<file path="config.mk">
export PLATFORM = sky130hd
export DESIGN_NAME = serializer_mode_select
export DESIGN_NICKNAME = d
export VERILOG_FILES = /design/src/logic/pin_sync3.v /design/src/logic/serializer_mode_select.v
export VERILOG_INCLUDE_DIRS = /design/src /design/src/pkg
export SDC_FILE = /design/constraint.sdc
export NUM_CORES = 1
export LEC_CHECK = 0
export BUFFER_PORTS_ARGS = -buffer_cell sky130_fd_sc_hd__buf_4
export CORE_MARGIN = 5
export CORE_UTILIZATION = 54
export DETAILED_ROUTE_END_ITERATION = 10
export PLACE_DENSITY = 0.75
export RECOVER_POWER = 100
export SYNTH_ARGS = -nofsm -noshare
export SYNTH_HDL_FRONTEND = slang
export SYNTH_SLANG_ARGS = --single-unit
export TNS_END_PERCENT = 100
</file>
<file path="constraint.sdc">
create_clock -name clk_sys -period 2.17 [get_ports clk_sys]
set_input_delay 0.1085 -clock clk_sys [delete_from_list [all_inputs] [get_ports clk_sys]]
set_output_delay 0.1085 -clock clk_sys [all_outputs]
set_load 0.005 [all_outputs]
</file>
<file path="src/pkg/mode_select_regs.vh">
// register offsets, field positions and reset values of the mode select bank
`ifndef MODE_SELECT_REGS_VH
`define MODE_SELECT_REGS_VH

`define OFS_OPERATING_MODE_SELECT  8'h03
`define OFS_BACK_CHANNEL_VIDEO     8'h04

// operating_mode_select fields
`define FLD_MODE_RSV7_BIT          7
`define FLD_MODE_STRAP6_BIT        6
`define FLD_MODE_RSV5_BIT          5
`define FLD_STRAP_OVERRIDE_BIT     4
`define FLD_MODE_DONE_BIT          3
`define FLD_MODE_MSB               2
`define FLD_MODE_LSB               0

// back_channel_video_mode fields
`define FLD_VIDEO_RSV_MSB          7
`define FLD_VIDEO_RSV_LSB          3
`define FLD_RAW10_BIT              2
`define FLD_RAW12_BIT              1
`define FLD_AUTOLOAD_BLOCK_BIT     0

`define RST_MODE_CTRL              8'h00
`define RST_VIDEO_MODE             8'h00

// mode encodings
`define MODE_CSI_SYNC              3'h0
`define MODE_RESERVED_1            3'h1
`define MODE_CSI_NONSYNC_EXT       3'h2
`define MODE_CSI_NONSYNC_AON       3'h3
`define MODE_VIDEO_EXT_CLK         3'h5

// cycles the strap must hold steady before the capture counts as settled
`define MODE_SETTLE_CYCLES         4'h8

`endif

</file>
<file path="src/logic/pin_sync3.v">
// three-stage synchroniser with agreement filter for asynchronous pins
`default_nettype none

module pin_sync3 #(
  parameter       WIDTH = 1,
  parameter [0:0] INIT  = 1'b0
) (
  input  wire             clk_sys,
  input  wire             reset,
  input  wire [WIDTH-1:0] pin_in,
  output reg  [WIDTH-1:0] pin_out
);

  reg [WIDTH-1:0] s1_q;
  reg [WIDTH-1:0] s2_q;
  reg [WIDTH-1:0] s3_q;

  // s1 feeds only s2; the output moves once s2 and s3 agree
  genvar i;
  generate
    for (i = 0; i < WIDTH; i = i + 1) begin : g_bit
      always @(posedge clk_sys or posedge reset) begin
        if (reset) begin
          s1_q[i]    <= INIT;
          s2_q[i]    <= INIT;
          s3_q[i]    <= INIT;
          pin_out[i] <= INIT;
        end else begin
          s1_q[i] <= pin_in[i];
          s2_q[i] <= s1_q[i];
          s3_q[i] <= s2_q[i];
          if (s2_q[i] == s3_q[i]) begin
            pin_out[i] <= s3_q[i];
          end
        end
      end
    end
  endgenerate

endmodule // pin_sync3

`default_nettype wire

</file>
<file path="src/logic/serializer_mode_select.v">
// operating mode and back-channel video mode register bank
`include "mode_select_regs.vh"
`default_nettype none

// What this block does
// override bit 0 uses strapped mode; 1 uses register mode value.
// read-only bit 3 flags that the selected mode settled and was latched.
// mode field reads current mode; ignores writes while override is 0.
// with override 1, writes to mode field become the operating mode.
// strapped mode captured on rising edge of active-low powerdown input.
// mode codes: 000 sync, 001 reserved, 010 ext clk, 011 aon, 101 video.
// system supplies local clock for modes 010 and 101.
// bit 2 selects raw10 video; control channel loads it after lock.
// bit 1 selects raw12 video; control channel loads it after lock.
// bit 0 set stops control channel autoloading the video mode bits.
// software writing video bits also sets the autoload block bit; the code loads that bit from written bit 0 instead.
// mode codes 100, 110 and 111 are reserved, no defined operation.
module serializer_mode_select (
  input  wire       clk_sys,
  input  wire       reset,
  input  wire       powerdown_n_input,
  input  wire [2:0] mode_strap_pin,
  input  wire       mode_strap_bit6_pin,
  input  wire       reg_wr_en,
  input  wire       reg_rd_en,
  input  wire [7:0] reg_addr,
  input  wire [7:0] reg_wdata,
  output reg  [7:0] reg_rdata,
  output reg        reg_rvalid,
  input  wire       rx_lock,
  input  wire       bcc_video_valid,
  input  wire       bcc_raw10,
  input  wire       bcc_raw12,
  output reg  [2:0] operating_mode,
  output reg        mode_done,
  output reg        mode_reserved,
  output reg        local_clock_required,
  output reg        raw10_video_select,
  output reg        raw12_video_select
);

  // ------------------------------------------------------------
  // pin synchronisers
  // ------------------------------------------------------------
  wire       pdn_sync;
  wire [3:0] strap_sync;

  pin_sync3 #(
    .WIDTH (1),
    .INIT  (1'b0)
  ) u_pdn_sync (
    .clk_sys (clk_sys),
    .reset   (reset),
    .pin_in  (powerdown_n_input),
    .pin_out (pdn_sync)
  );

  pin_sync3 #(
    .WIDTH (4),
    .INIT  (1'b0)
  ) u_strap_sync (
    .clk_sys (clk_sys),
    .reset   (reset),
    .pin_in  ({mode_strap_bit6_pin, mode_strap_pin}),
    .pin_out (strap_sync)
  );

  // ------------------------------------------------------------
  // strap capture and settle
  // ------------------------------------------------------------
  localparam [2:0] ST_DOWN   = 3'b001;
  localparam [2:0] ST_SETTLE = 3'b010;
  localparam [2:0] ST_DONE   = 3'b100;

  reg [2:0] state_q;
  reg [2:0] state_d;
  reg       pdn_prev_q;
  reg [3:0] settle_q;
  reg [2:0] strap_mode_q;
  reg       strap_bit6_q;
  reg       done_q;

  wire pdn_rise = pdn_sync & ~pdn_prev_q;

  always @* begin
    state_d = state_q;
    case (state_q)
      ST_DOWN: begin
        if (pdn_rise) begin
          state_d = ST_SETTLE;
        end
      end
      ST_SETTLE: begin
        if (!pdn_sync) begin
          state_d = ST_DOWN;
        end else if (settle_q == `MODE_SETTLE_CYCLES) begin
          state_d = ST_DONE;
        end
      end
      ST_DONE: begin
        if (!pdn_sync) begin
          state_d = ST_DOWN;
        end
      end
      default: state_d = ST_DOWN;
    endcase
  end

  always @(posedge clk_sys or posedge reset) begin
    if (reset) begin
      state_q      <= ST_DOWN;
      pdn_prev_q   <= 1'b0;
      settle_q     <= 4'h0;
      strap_mode_q <= 3'h0;
      strap_bit6_q <= 1'b0;
      done_q       <= 1'b0;
    end else begin
      state_q    <= state_d;
      pdn_prev_q <= pdn_sync;
      if (pdn_rise) begin
        strap_mode_q <= strap_sync[2:0];
        strap_bit6_q <= strap_sync[3];
        settle_q     <= 4'h0;
      end else if (state_q == ST_SETTLE) begin
        // strap must hold its latched value through the settle window
        if (strap_sync[2:0] != strap_mode_q) begin
          strap_mode_q <= strap_sync[2:0];
          settle_q     <= 4'h0;
        end else begin
          settle_q <= settle_q + 4'h1;
        end
      end
      done_q <= (state_d == ST_DONE);
    end
  end

  // ------------------------------------------------------------
  // register bank
  // ------------------------------------------------------------
  reg       ctl_rsv7_q;
  reg       ctl_rsv5_q;
  reg       override_q;
  reg [2:0] reg_mode_q;
  reg [4:0] video_rsv_q;
  reg       raw10_q;
  reg       raw12_q;
  reg       autoload_block_q;

  localparam [7:0] MODE_RST  = `RST_MODE_CTRL;
  localparam [7:0] VIDEO_RST = `RST_VIDEO_MODE;

  wire wr_mode  = reg_wr_en & (reg_addr == `OFS_OPERATING_MODE_SELECT);
  wire wr_video = reg_wr_en & (reg_addr == `OFS_BACK_CHANNEL_VIDEO);

  // one-cycle lock edge: each new lock triggers at most one autoload
  reg  lock_prev_q;
  reg  load_pending_q;
  wire lock_rise = rx_lock & ~lock_prev_q;
  wire autoload  = (load_pending_q | lock_rise) & bcc_video_valid
                   & rx_lock & ~autoload_block_q;

  wire [2:0] cur_mode = override_q ? reg_mode_q : strap_mode_q;

  always @(posedge clk_sys or posedge reset) begin
    if (reset) begin
      ctl_rsv7_q       <= MODE_RST[`FLD_MODE_RSV7_BIT];
      ctl_rsv5_q       <= MODE_RST[`FLD_MODE_RSV5_BIT];
      override_q       <= MODE_RST[`FLD_STRAP_OVERRIDE_BIT];
      reg_mode_q       <= MODE_RST[`FLD_MODE_MSB:`FLD_MODE_LSB];
      video_rsv_q      <= VIDEO_RST[`FLD_VIDEO_RSV_MSB:`FLD_VIDEO_RSV_LSB];
      raw10_q          <= VIDEO_RST[`FLD_RAW10_BIT];
      raw12_q          <= VIDEO_RST[`FLD_RAW12_BIT];
      autoload_block_q <= VIDEO_RST[`FLD_AUTOLOAD_BLOCK_BIT];
      lock_prev_q      <= 1'b0;
      load_pending_q   <= 1'b0;
    end else begin
      lock_prev_q <= rx_lock;
      if (!rx_lock || autoload) begin
        load_pending_q <= 1'b0;
      end else if (lock_rise) begin
        load_pending_q <= 1'b1;
      end
      if (wr_mode) begin
        ctl_rsv7_q <= reg_wdata[`FLD_MODE_RSV7_BIT];
        ctl_rsv5_q <= reg_wdata[`FLD_MODE_RSV5_BIT];
        override_q <= reg_wdata[`FLD_STRAP_OVERRIDE_BIT];
        // mode field writable only while override is already set
        if (override_q) begin
          reg_mode_q <= reg_wdata[`FLD_MODE_MSB:`FLD_MODE_LSB];
        end else begin
          reg_mode_q <= strap_mode_q;
        end
      end else if (!override_q) begin
        // track the strap so enabling override starts from current mode
        reg_mode_q <= strap_mode_q;
      end
      if (wr_video) begin
        video_rsv_q      <= reg_wdata[`FLD_VIDEO_RSV_MSB:`FLD_VIDEO_RSV_LSB];
        raw10_q          <= reg_wdata[`FLD_RAW10_BIT];
        raw12_q          <= reg_wdata[`FLD_RAW12_BIT];
        autoload_block_q <= reg_wdata[`FLD_AUTOLOAD_BLOCK_BIT];
      end else if (autoload) begin
        raw10_q <= bcc_raw10;
        raw12_q <= bcc_raw12;
      end
    end
  end

  // ------------------------------------------------------------
  // readback
  // ------------------------------------------------------------
  reg [7:0] rd_d;

  always @* begin
    rd_d = 8'h00;
    case (reg_addr)
      `OFS_OPERATING_MODE_SELECT: begin
        rd_d = {ctl_rsv7_q, strap_bit6_q, ctl_rsv5_q, override_q,
                done_q, cur_mode};
      end
      `OFS_BACK_CHANNEL_VIDEO: begin
        rd_d = {video_rsv_q, raw10_q, raw12_q, autoload_block_q};
      end
      default: rd_d = 8'h00;
    endcase
  end

  always @(posedge clk_sys or posedge reset) begin
    if (reset) begin
      reg_rdata            <= 8'h00;
      reg_rvalid           <= 1'b0;
      operating_mode       <= 3'h0;
      mode_done            <= 1'b0;
      mode_reserved        <= 1'b0;
      local_clock_required <= 1'b0;
      raw10_video_select   <= 1'b0;
      raw12_video_select   <= 1'b0;
    end else begin
      reg_rvalid <= reg_rd_en;
      if (reg_rd_en) begin
        reg_rdata <= rd_d;
      end
      operating_mode <= cur_mode;
      mode_done      <= done_q;
      // anything outside the four defined codes is flagged
      mode_reserved  <= ~((cur_mode == `MODE_CSI_SYNC) |
                          (cur_mode == `MODE_CSI_NONSYNC_EXT) |
                          (cur_mode == `MODE_CSI_NONSYNC_AON) |
                          (cur_mode == `MODE_VIDEO_EXT_CLK));
      // tells the system a local clock source is needed
      local_clock_required <= (cur_mode == `MODE_CSI_NONSYNC_EXT) |
                              (cur_mode == `MODE_VIDEO_EXT_CLK);
      raw10_video_select   <= raw10_q;
      raw12_video_select   <= raw12_q;
    end
  end

endmodule // serializer_mode_select

`default_nettype wire

</file>
==> impl_metrics.csv, run 1 <==
group,metric,value,unit
status,status,"finished, final reports clean",
power_and_ir_drop,p_leak,0.00152,uW
synthesis,synth.yosys.seq_area_share,0.653,
cts,numCtsBuffers,9,
grt,antenna_found_initial,0,
floorplanning,die-area,6150,um^2
routing,vias,1609,
flow_run,cap_violations,0,
floorplanning,initial_core_util,0.546,
floorplanning,fp.dieH,78.4,um
final_layout,num_antenna_cells,0,
floorplanning,die_x,78.4,um
synthesis,syn-num-nets,214,
critical_path,worstSetupStartpointType,"input port",
synthesis,synthCells,183,
grt,grtUsageTotal,0.167,
min_path,min_path_cells,2,
cts,cts.sinks,66,
synthesis,netlist_area,2530,um^2
final_layout,nets,285,
sta,tightest_slew,1.04,ns
grt,grt_pass1_wl,7680,um
synthesis,synth-seq-cells,66,
sta,rsz0062_at_grt,"no",
floorplanning,row_count,25,
sta,hold_viol,0,
synthesis,synth_warnings,0,
sta,setup_viol,0,
routing,firstDrtPassIters,4,
sta,slew_violations,0,
floorplanning,coreArea,4630,um^2
routing,drc,0,
final_layout,fin_cells,313,
routing,drtIter0Drc,54,
synthesis,ys_types,33,
critical_path,r2r-start,"override_q",
power_and_ir_drop,peakVddDrop,0.619,mV
cts,clk_latency,0.34,ns
cts,path_clk_slew,0.07,ns
routing,routed_wl,4390,um
min_path,hold_end,"raw10_q",
placed_design,dp_hpwl,3090,um
critical_path,cp_max_fo,4,
min_path,hp-class,"input port to flop",
sta,period_share,0.804,
critical_path,crit_required,2.43,ns
cts,cts_tree,"done",
placed_design,port_buffers,45,
final_layout,fill_cells,340,
critical_path,worst_setup_path_end_kind,"flop",
critical_path,crit_type,"input port to flop",
final_layout,regArea,1650,um^2
critical_path,cp_data_arrival_time,2.00,ns
cts,cts_setup_buffers,0,
final_layout,area_delta_synth_final,28.4,%
final_layout,multiInputGateArea,787,um^2
floorplanning,ioPinCount,46,
grt,first_global_vias,1697,
final_layout,drive_gt1_frac,0.305,
placed_design,dp_cells,284,
placed_design,gp_congestion,0.823,
routing,vias_per_cell,5.14,
critical_path,ff2ff_setup_slack,0.56,ns
min_path,hp-start,"reg_wdata[2]",
sta,fmax,573,MHz
routing,drtAntennaViolNets,0,
cts,cts_resized,0,
cts,cts.path.max_buffers,2,
grt,grt_max_degree,40,
grt,grt_remaining_overflow,0,
routing,wl_per_cell,14.0,um
sta,finalSetupTns,0,ns
sta,relSlewSlack,0.307,
power_and_ir_drop,cellPowerDensity,890,nW/um^2
sta,skew,0.00731,ns
cts,h-tree-depth,3,
synthesis,avgSynthCellArea,13.8,um^2
critical_path,rr_worst_depth,5,
critical_path,worstReg2RegEnd,"reg_rdata[0]",
cts,clock_tree.root_cell,"clkbuf_8",
sta,fin_crit,1.74,ns
routing by layer:
| metal | GRT usage | part of all wire |
|---|---|---|
| met5 | 0 | 0 |
| met4 | 0.0997 | 0.028 |
| met3 | 0.0562 | 0.063 |
| met2 | 0.258 | 0.48 |
| met1 | 0.203 | 0.43 |
what timing repair did:
| action | in CTS | in global routing |
|---|---|---|
| hold endpoints to repair | 39 | 0 |
| hold buffers | 13 | 0 |
| endpoints found under the setup margin | 0 | 0 |
where the power goes:
| part | total [uW] | switching (uW) | internal (uW) |
|---|---|---|---|
| clock network | 1030 | 444 | 587 |
| logic | 408 | 189 | 219 |
| registers | 1450 | 77.9 | 1370 |
| total | 2890 | 711 | 2180 |
synthesized netlist by cell type (all sizes together):
| cell type | instances | area (um^2) |
|---|---|---|
| a21oi | 11 | 55.1 |
| a221o | 8 | 80.1 |
| a22o | 1 | 8.76 |
| and2 | 3 | 18.8 |
| and3b | 1 | 8.76 |
| buf | 1 | 5.00 |
| clkbuf | 1 | 3.75 |
| dfrtp | 65 | 1630 |
| dfstp | 1 | 26.3 |
| ha | 2 | 25.0 |
| inv | 12 | 45.0 |
| maj3 | 5 | 50.1 |
| mux2 | 17 | 191 |
| mux2i | 3 | 30.0 |
| nand2 | 8 | 32.5 |
| nand2b | 2 | 12.5 |
| nand3 | 1 | 5.00 |
| nand3b | 2 | 15.0 |
| nor2 | 5 | 18.8 |
| nor2b | 11 | 68.8 |
| nor3 | 1 | 5.00 |
| nor3b | 3 | 22.5 |
| nor4 | 4 | 70.1 |
| o211ai | 1 | 7.51 |
| o21ai | 6 | 30.0 |
| o22ai | 1 | 6.26 |
| o2bb2ai | 1 | 8.76 |
| or2 | 1 | 6.26 |
| or4 | 1 | 11.3 |
| xnor2 | 1 | 8.76 |
| xor2 | 3 | 26.3 |
kinds of logic after synthesis:
| logic type | count (synthesis) | share of synthesized area |
|---|---|---|
| buffers and inverters | 14 | 0.0213 |
| DFF | 66 | 0.653 |
| and+or+nand+nor | 43 | 0.117 |
| adders and majority gates | 7 | 0.0297 |
| xor gates and xnor gates | 4 | 0.0139 |
| AOI/OAI and AO/OA | 29 | 0.0777 |
| muxes | 20 | 0.0875 |
layout by cell type, fill, tap and decap left out, drive strengths merged, types with 4 or more instances in the layout:
| cell type | count |
|---|---|
| inv | 12 |
| nor4 | 4 |
| buf | 20 |
| nand2 | 8 |
| dlygate4sd3 | 13 |
| o21ai | 6 |
| nor2 | 5 |
| maj3 | 5 |
| nor2b | 11 |
| a221o | 8 |
| clkbuf | 40 |
| mux2 | 17 |
| a21oi | 11 |
| dfrtp | 65 |
area by class of cell:
type | instances | area share
sequential | 66 | 0.509
multi-input combinational | 103 | 0.242
timing repair buffer | 62 | 0.151
clock buffer | 11 | 0.0466
tap | 54 | 0.0208
clock inverter | 5 | 0.0162
inverter | 12 | 0.0139
stage by stage:
stage / area [um^2] / worst slack [ns] / hold WS [ns] / power, uW / utilization
floorplan: 2530 / 0.408 / 0.140 / 1690 / -
global placement: 2970 / 0.508 / 0.213 / 1870 / 0.641
detailed placement: 2970 / 0.473 / 0.208 / 1890 / 0.641
CTS: 3300 / 0.573 / 0.00107 / 2960 / 0.714
global route: 3250 / 0.311 / 0.0162 / 3060 / 0.702
finish: 3250 / 0.426 / 0.0185 / 2890 / 0.702
worst max-delay path by stage:
stage                             to  slack (ns)         from
floorplan           autoload_block_q        0.41        reset
global placement             raw12_q        0.51  reg_addr[5]
detailed placement    video_rsv_q[1]        0.47  reg_addr[5]
CTS                     reg_rdata[0]        0.57   override_q
global route           reg_mode_q[0]        0.31  reg_addr[5]
finish                 reg_mode_q[0]        0.43  reg_addr[5]
sequential cells by signal (all words and copies together) (netlist names), 3 cells and up:
register / count
state_q: 3
settle_q: 4
u_strap_sync.s2_q: 4
u_strap_sync.s1_q: 4
reg_rdata: 8
operating_mode: 3
u_strap_sync.pin_out: 4
video_rsv_q: 5
reg_mode_q: 3
u_strap_sync.s3_q: 4
strap_mode_q: 3
worst max-delay path: stages:
cell	delay, ns
clkbuf_4	0.10
or4_1	0.61
nor4_1	0.68
clkbuf_1	0.27
mux2i_1	0.22
Power figures use the tool's default switching activity.
==> run 2: changes to the inputs <==
--- a/config.mk
+++ b/config.mk
@@ -8,9 +8,9 @@
 export LEC_CHECK = 0
 export BUFFER_PORTS_ARGS = -buffer_cell sky130_fd_sc_hd__buf_4
 export CORE_MARGIN = 5
-export CORE_UTILIZATION = 54
+export CORE_UTILIZATION = 49
 export DETAILED_ROUTE_END_ITERATION = 10
-export PLACE_DENSITY = 0.75
+export PLACE_DENSITY = 0.71
 export RECOVER_POWER = 100
 export SYNTH_ARGS = -nofsm -noshare
 export SYNTH_HDL_FRONTEND = slang
==> constraint.sdc (replaced) <==
create_clock -name clk_sys -period 1.5 [get_ports clk_sys]
set_input_delay 0.075 -clock clk_sys [delete_from_list [all_inputs] [get_ports clk_sys]]
set_output_delay 0.075 -clock clk_sys [all_outputs]
set_load 0.005 [all_outputs]
==> run 2 against run 1 <==
Compared with the run above:
- final cell count rose by 9.9%
- clock-buffer cell count is 2 lower
- total power grew 49%
- critical path depth unchanged
- first-iteration DRC count is 33% lower
- via count up 3.8%
- clock power is 50% higher
- routed wire length up 6.7%
- largest cell class unchanged
- global-route usage down 0.33 points
==> impl_metrics.csv, run 2 (same netlist as run 1, synthesis figures left out) <==
group,metric,value,unit
critical_path,cp_max_fo,8,
final_layout,fin_cells,344,
power_and_ir_drop,peakVddDrop,0.904,mV
sta,fmax,688,MHz
min_path,hp-start,"bcc_video_valid",
final_layout,layout.cells.most_common_list,"65 x dfrtp_1, 29 x buf_4, 22 x clkbuf_4",
sta,hold_viol,0,
placed_design,port_buffers,45,
power_and_ir_drop,clkPwrFrac,0.358,
floorplanning,row_count,26,
power_and_ir_drop,switchingPower,1030,uW
sta,skew,0.00705,ns
critical_path,rr_worst_depth,4,
grt,antenna_found_initial,0,
sta,relSlewSlack,0.312,
cts,path_clk_slew,0.07,ns
power_and_ir_drop,seq_power_share,0.487,
cts,h-tree-depth,3,
cts,clock_tree.root_cell,"clkbuf_8",
routing,drtIter0Drc,36,
cts,cts.path.max_buffers,2,
critical_path,crit_type,"input port to flop",
status,status,"finished, final reports clean",
placed_design,gp_congestion,0.732,
floorplanning,ioPinCount,46,
sta,tightest_slew,1.03,ns
cts,cts_tree,"done",
final_layout,final_common_cell,"dfrtp_1",
power_and_ir_drop,swShare,0.239,
critical_path,cp_data_arrival_time,1.67,ns
placed_design,dp_cells,313,
floorplanning,die_x,81.9,um
final_layout,drive_gt1_frac,0.339,
routing,vias_per_cell,4.85,
critical_path,worstReg2RegEnd,"raw12_q",
sta,slew_violations,0,
cts,cts_setup_buffers,0,
min_path,hold_end,"load_pending_q",
grt,first_global_vias,1776,
cts,numCtsBuffers,9,
grt,grt_max_degree,34,
final_layout,largest_register_ffs,8,
cts,cts.sinks,66,
placed_design,dp_hpwl,3340,um
power_and_ir_drop,cellPowerDensity,1270,nW/um^2
routing,drtAntennaViolNets,0,
final_layout,area_delta_synth_final,34.5,%
final_layout,top_regs,"reg_rdata (8), video_rsv_q (5)",
grt,grt_pass1_wl,8050,um
critical_path,worst_setup_path_end_kind,"flop",
critical_path,ff2ff_setup_slack,0.10,ns
sta,period_share,0.969,
floorplanning,initial_core_util,0.499,
flow_run,cap_violations,0,
power_and_ir_drop,intPower,3280,uW
final_layout,num_antenna_cells,0,
final_layout,regMostFlops,"reg_rdata",
floorplanning,die-area,6700,um^2
routing,drc,0,
sta,setup_viol,0,
floorplanning,fp.dieH,81.9,um
final_layout,nets,301,
sta,fin_hold_ws,0.0993,ns
power_and_ir_drop,pwr-share-comb,0.155,
routing,wl_per_cell,13.6,um
critical_path,crit_required,1.72,ns
sta,fin_crit,1.45,ns
routing,vias,1670,
cts,clk_latency,0.33,ns
power_and_ir_drop,p_leak,0.00158,uW
grt,grtUsageTotal,0.164,
power_and_ir_drop,p_total,4300,uW
grt,grt_remaining_overflow,0,
sta,rsz0062_at_grt,"no",
routing,routed_wl,4690,um
min_path,min_path_cells,3,
routing,firstDrtPassIters,4,
min_path,hp-class,"input port to flop",
critical_path,worstSetupStartpointType,"input port",
floorplanning,coreArea,5070,um^2
critical_path,r2r-start,"autoload_block_q",
-- run 2: cell count changes in the layout (fill, tap and decap cells not counted), sizes merged --
cell,change
buf,+10
dlygate4sd3,+3
bufinv,+1
clkbuf,+1
clkinvlp,+1
inv,-1
-- run 2: worst max-delay path by stage --
stage           startpoint              end  slack [ns]  depth (start not counted)
6_report       reg_addr[5]   video_rsv_q[3]        0.05                          5
2_1_floorplan  reg_addr[5]       ctl_rsv5_q       -0.06                          3
3_3_place_gp   reg_addr[5]          raw12_q       -0.14                          5
5_1_grt         override_q     reg_rdata[1]       0.005                          5
3_5_place_dp   reg_addr[5]   video_rsv_q[3]       -0.17                          5
4_1_cts         state_q[0]  strap_mode_q[1]        0.02                          3
-- run 2: worst max-delay path, stage by stage --
cell and delay [ns]:
clkbuf_4 0.11, or4_4 0.57, nor4_2 0.28, nand2_1 0.28
mux2_2 0.36
-- run 2: final cells by class --
type	count	area [um^2]
Inverter	12	46.3
Tap cell	70	87.6
Fill cell	402	1670
Multi-Input combinational cell	103	815
Clock buffer	9	124
Clock inverter	6	82.6
Timing Repair Buffer	78	594
Sequential cell	66	1650
-- run 2: layer usage --
| layer | track usage | share of wire | routed length [um] |
|---|---|---|---|
| met5 | 0 | 0 | 0 |
| met2 | 0.267 | 0.48 | 2270 |
| met3 | 0.0570 | 0.068 | 317 |
| met1 | 0.194 | 0.43 | 2010 |
| met4 | 0.0748 | 0.018 | 84 |
-- run 2: power groups by stage --
stage,registers (uW),logic [uW],clock network [uW]
global route,2120,760,1680
floorplan,2120,330,0
CTS,2100,703,1590
global placement,2120,649,0
detailed placement,2130,666,0
finish,2090,668,1540
-- run 2: timing repair --
item / 4_1_cts / 5_1_grt
hold buffers: 16 / 0
gates resized for setup: 0 / 3
setup endpoints to repair: 0 / 7
hold endpoints to repair: 41 / 0
-- run 2: stage by stage --
step                      setup TNS, ns  area, um^2   util  setup slack (ns)
after global routing                  0        3400  0.670           0.00457
after global placement            -1.94        3090  0.609            -0.135
final                                 0        3400  0.670            0.0464
after floorplan                  -0.168        2530      -           -0.0559
after detailed placement          -2.58        3090  0.609            -0.172
after CTS                             0        3460  0.681            0.0190
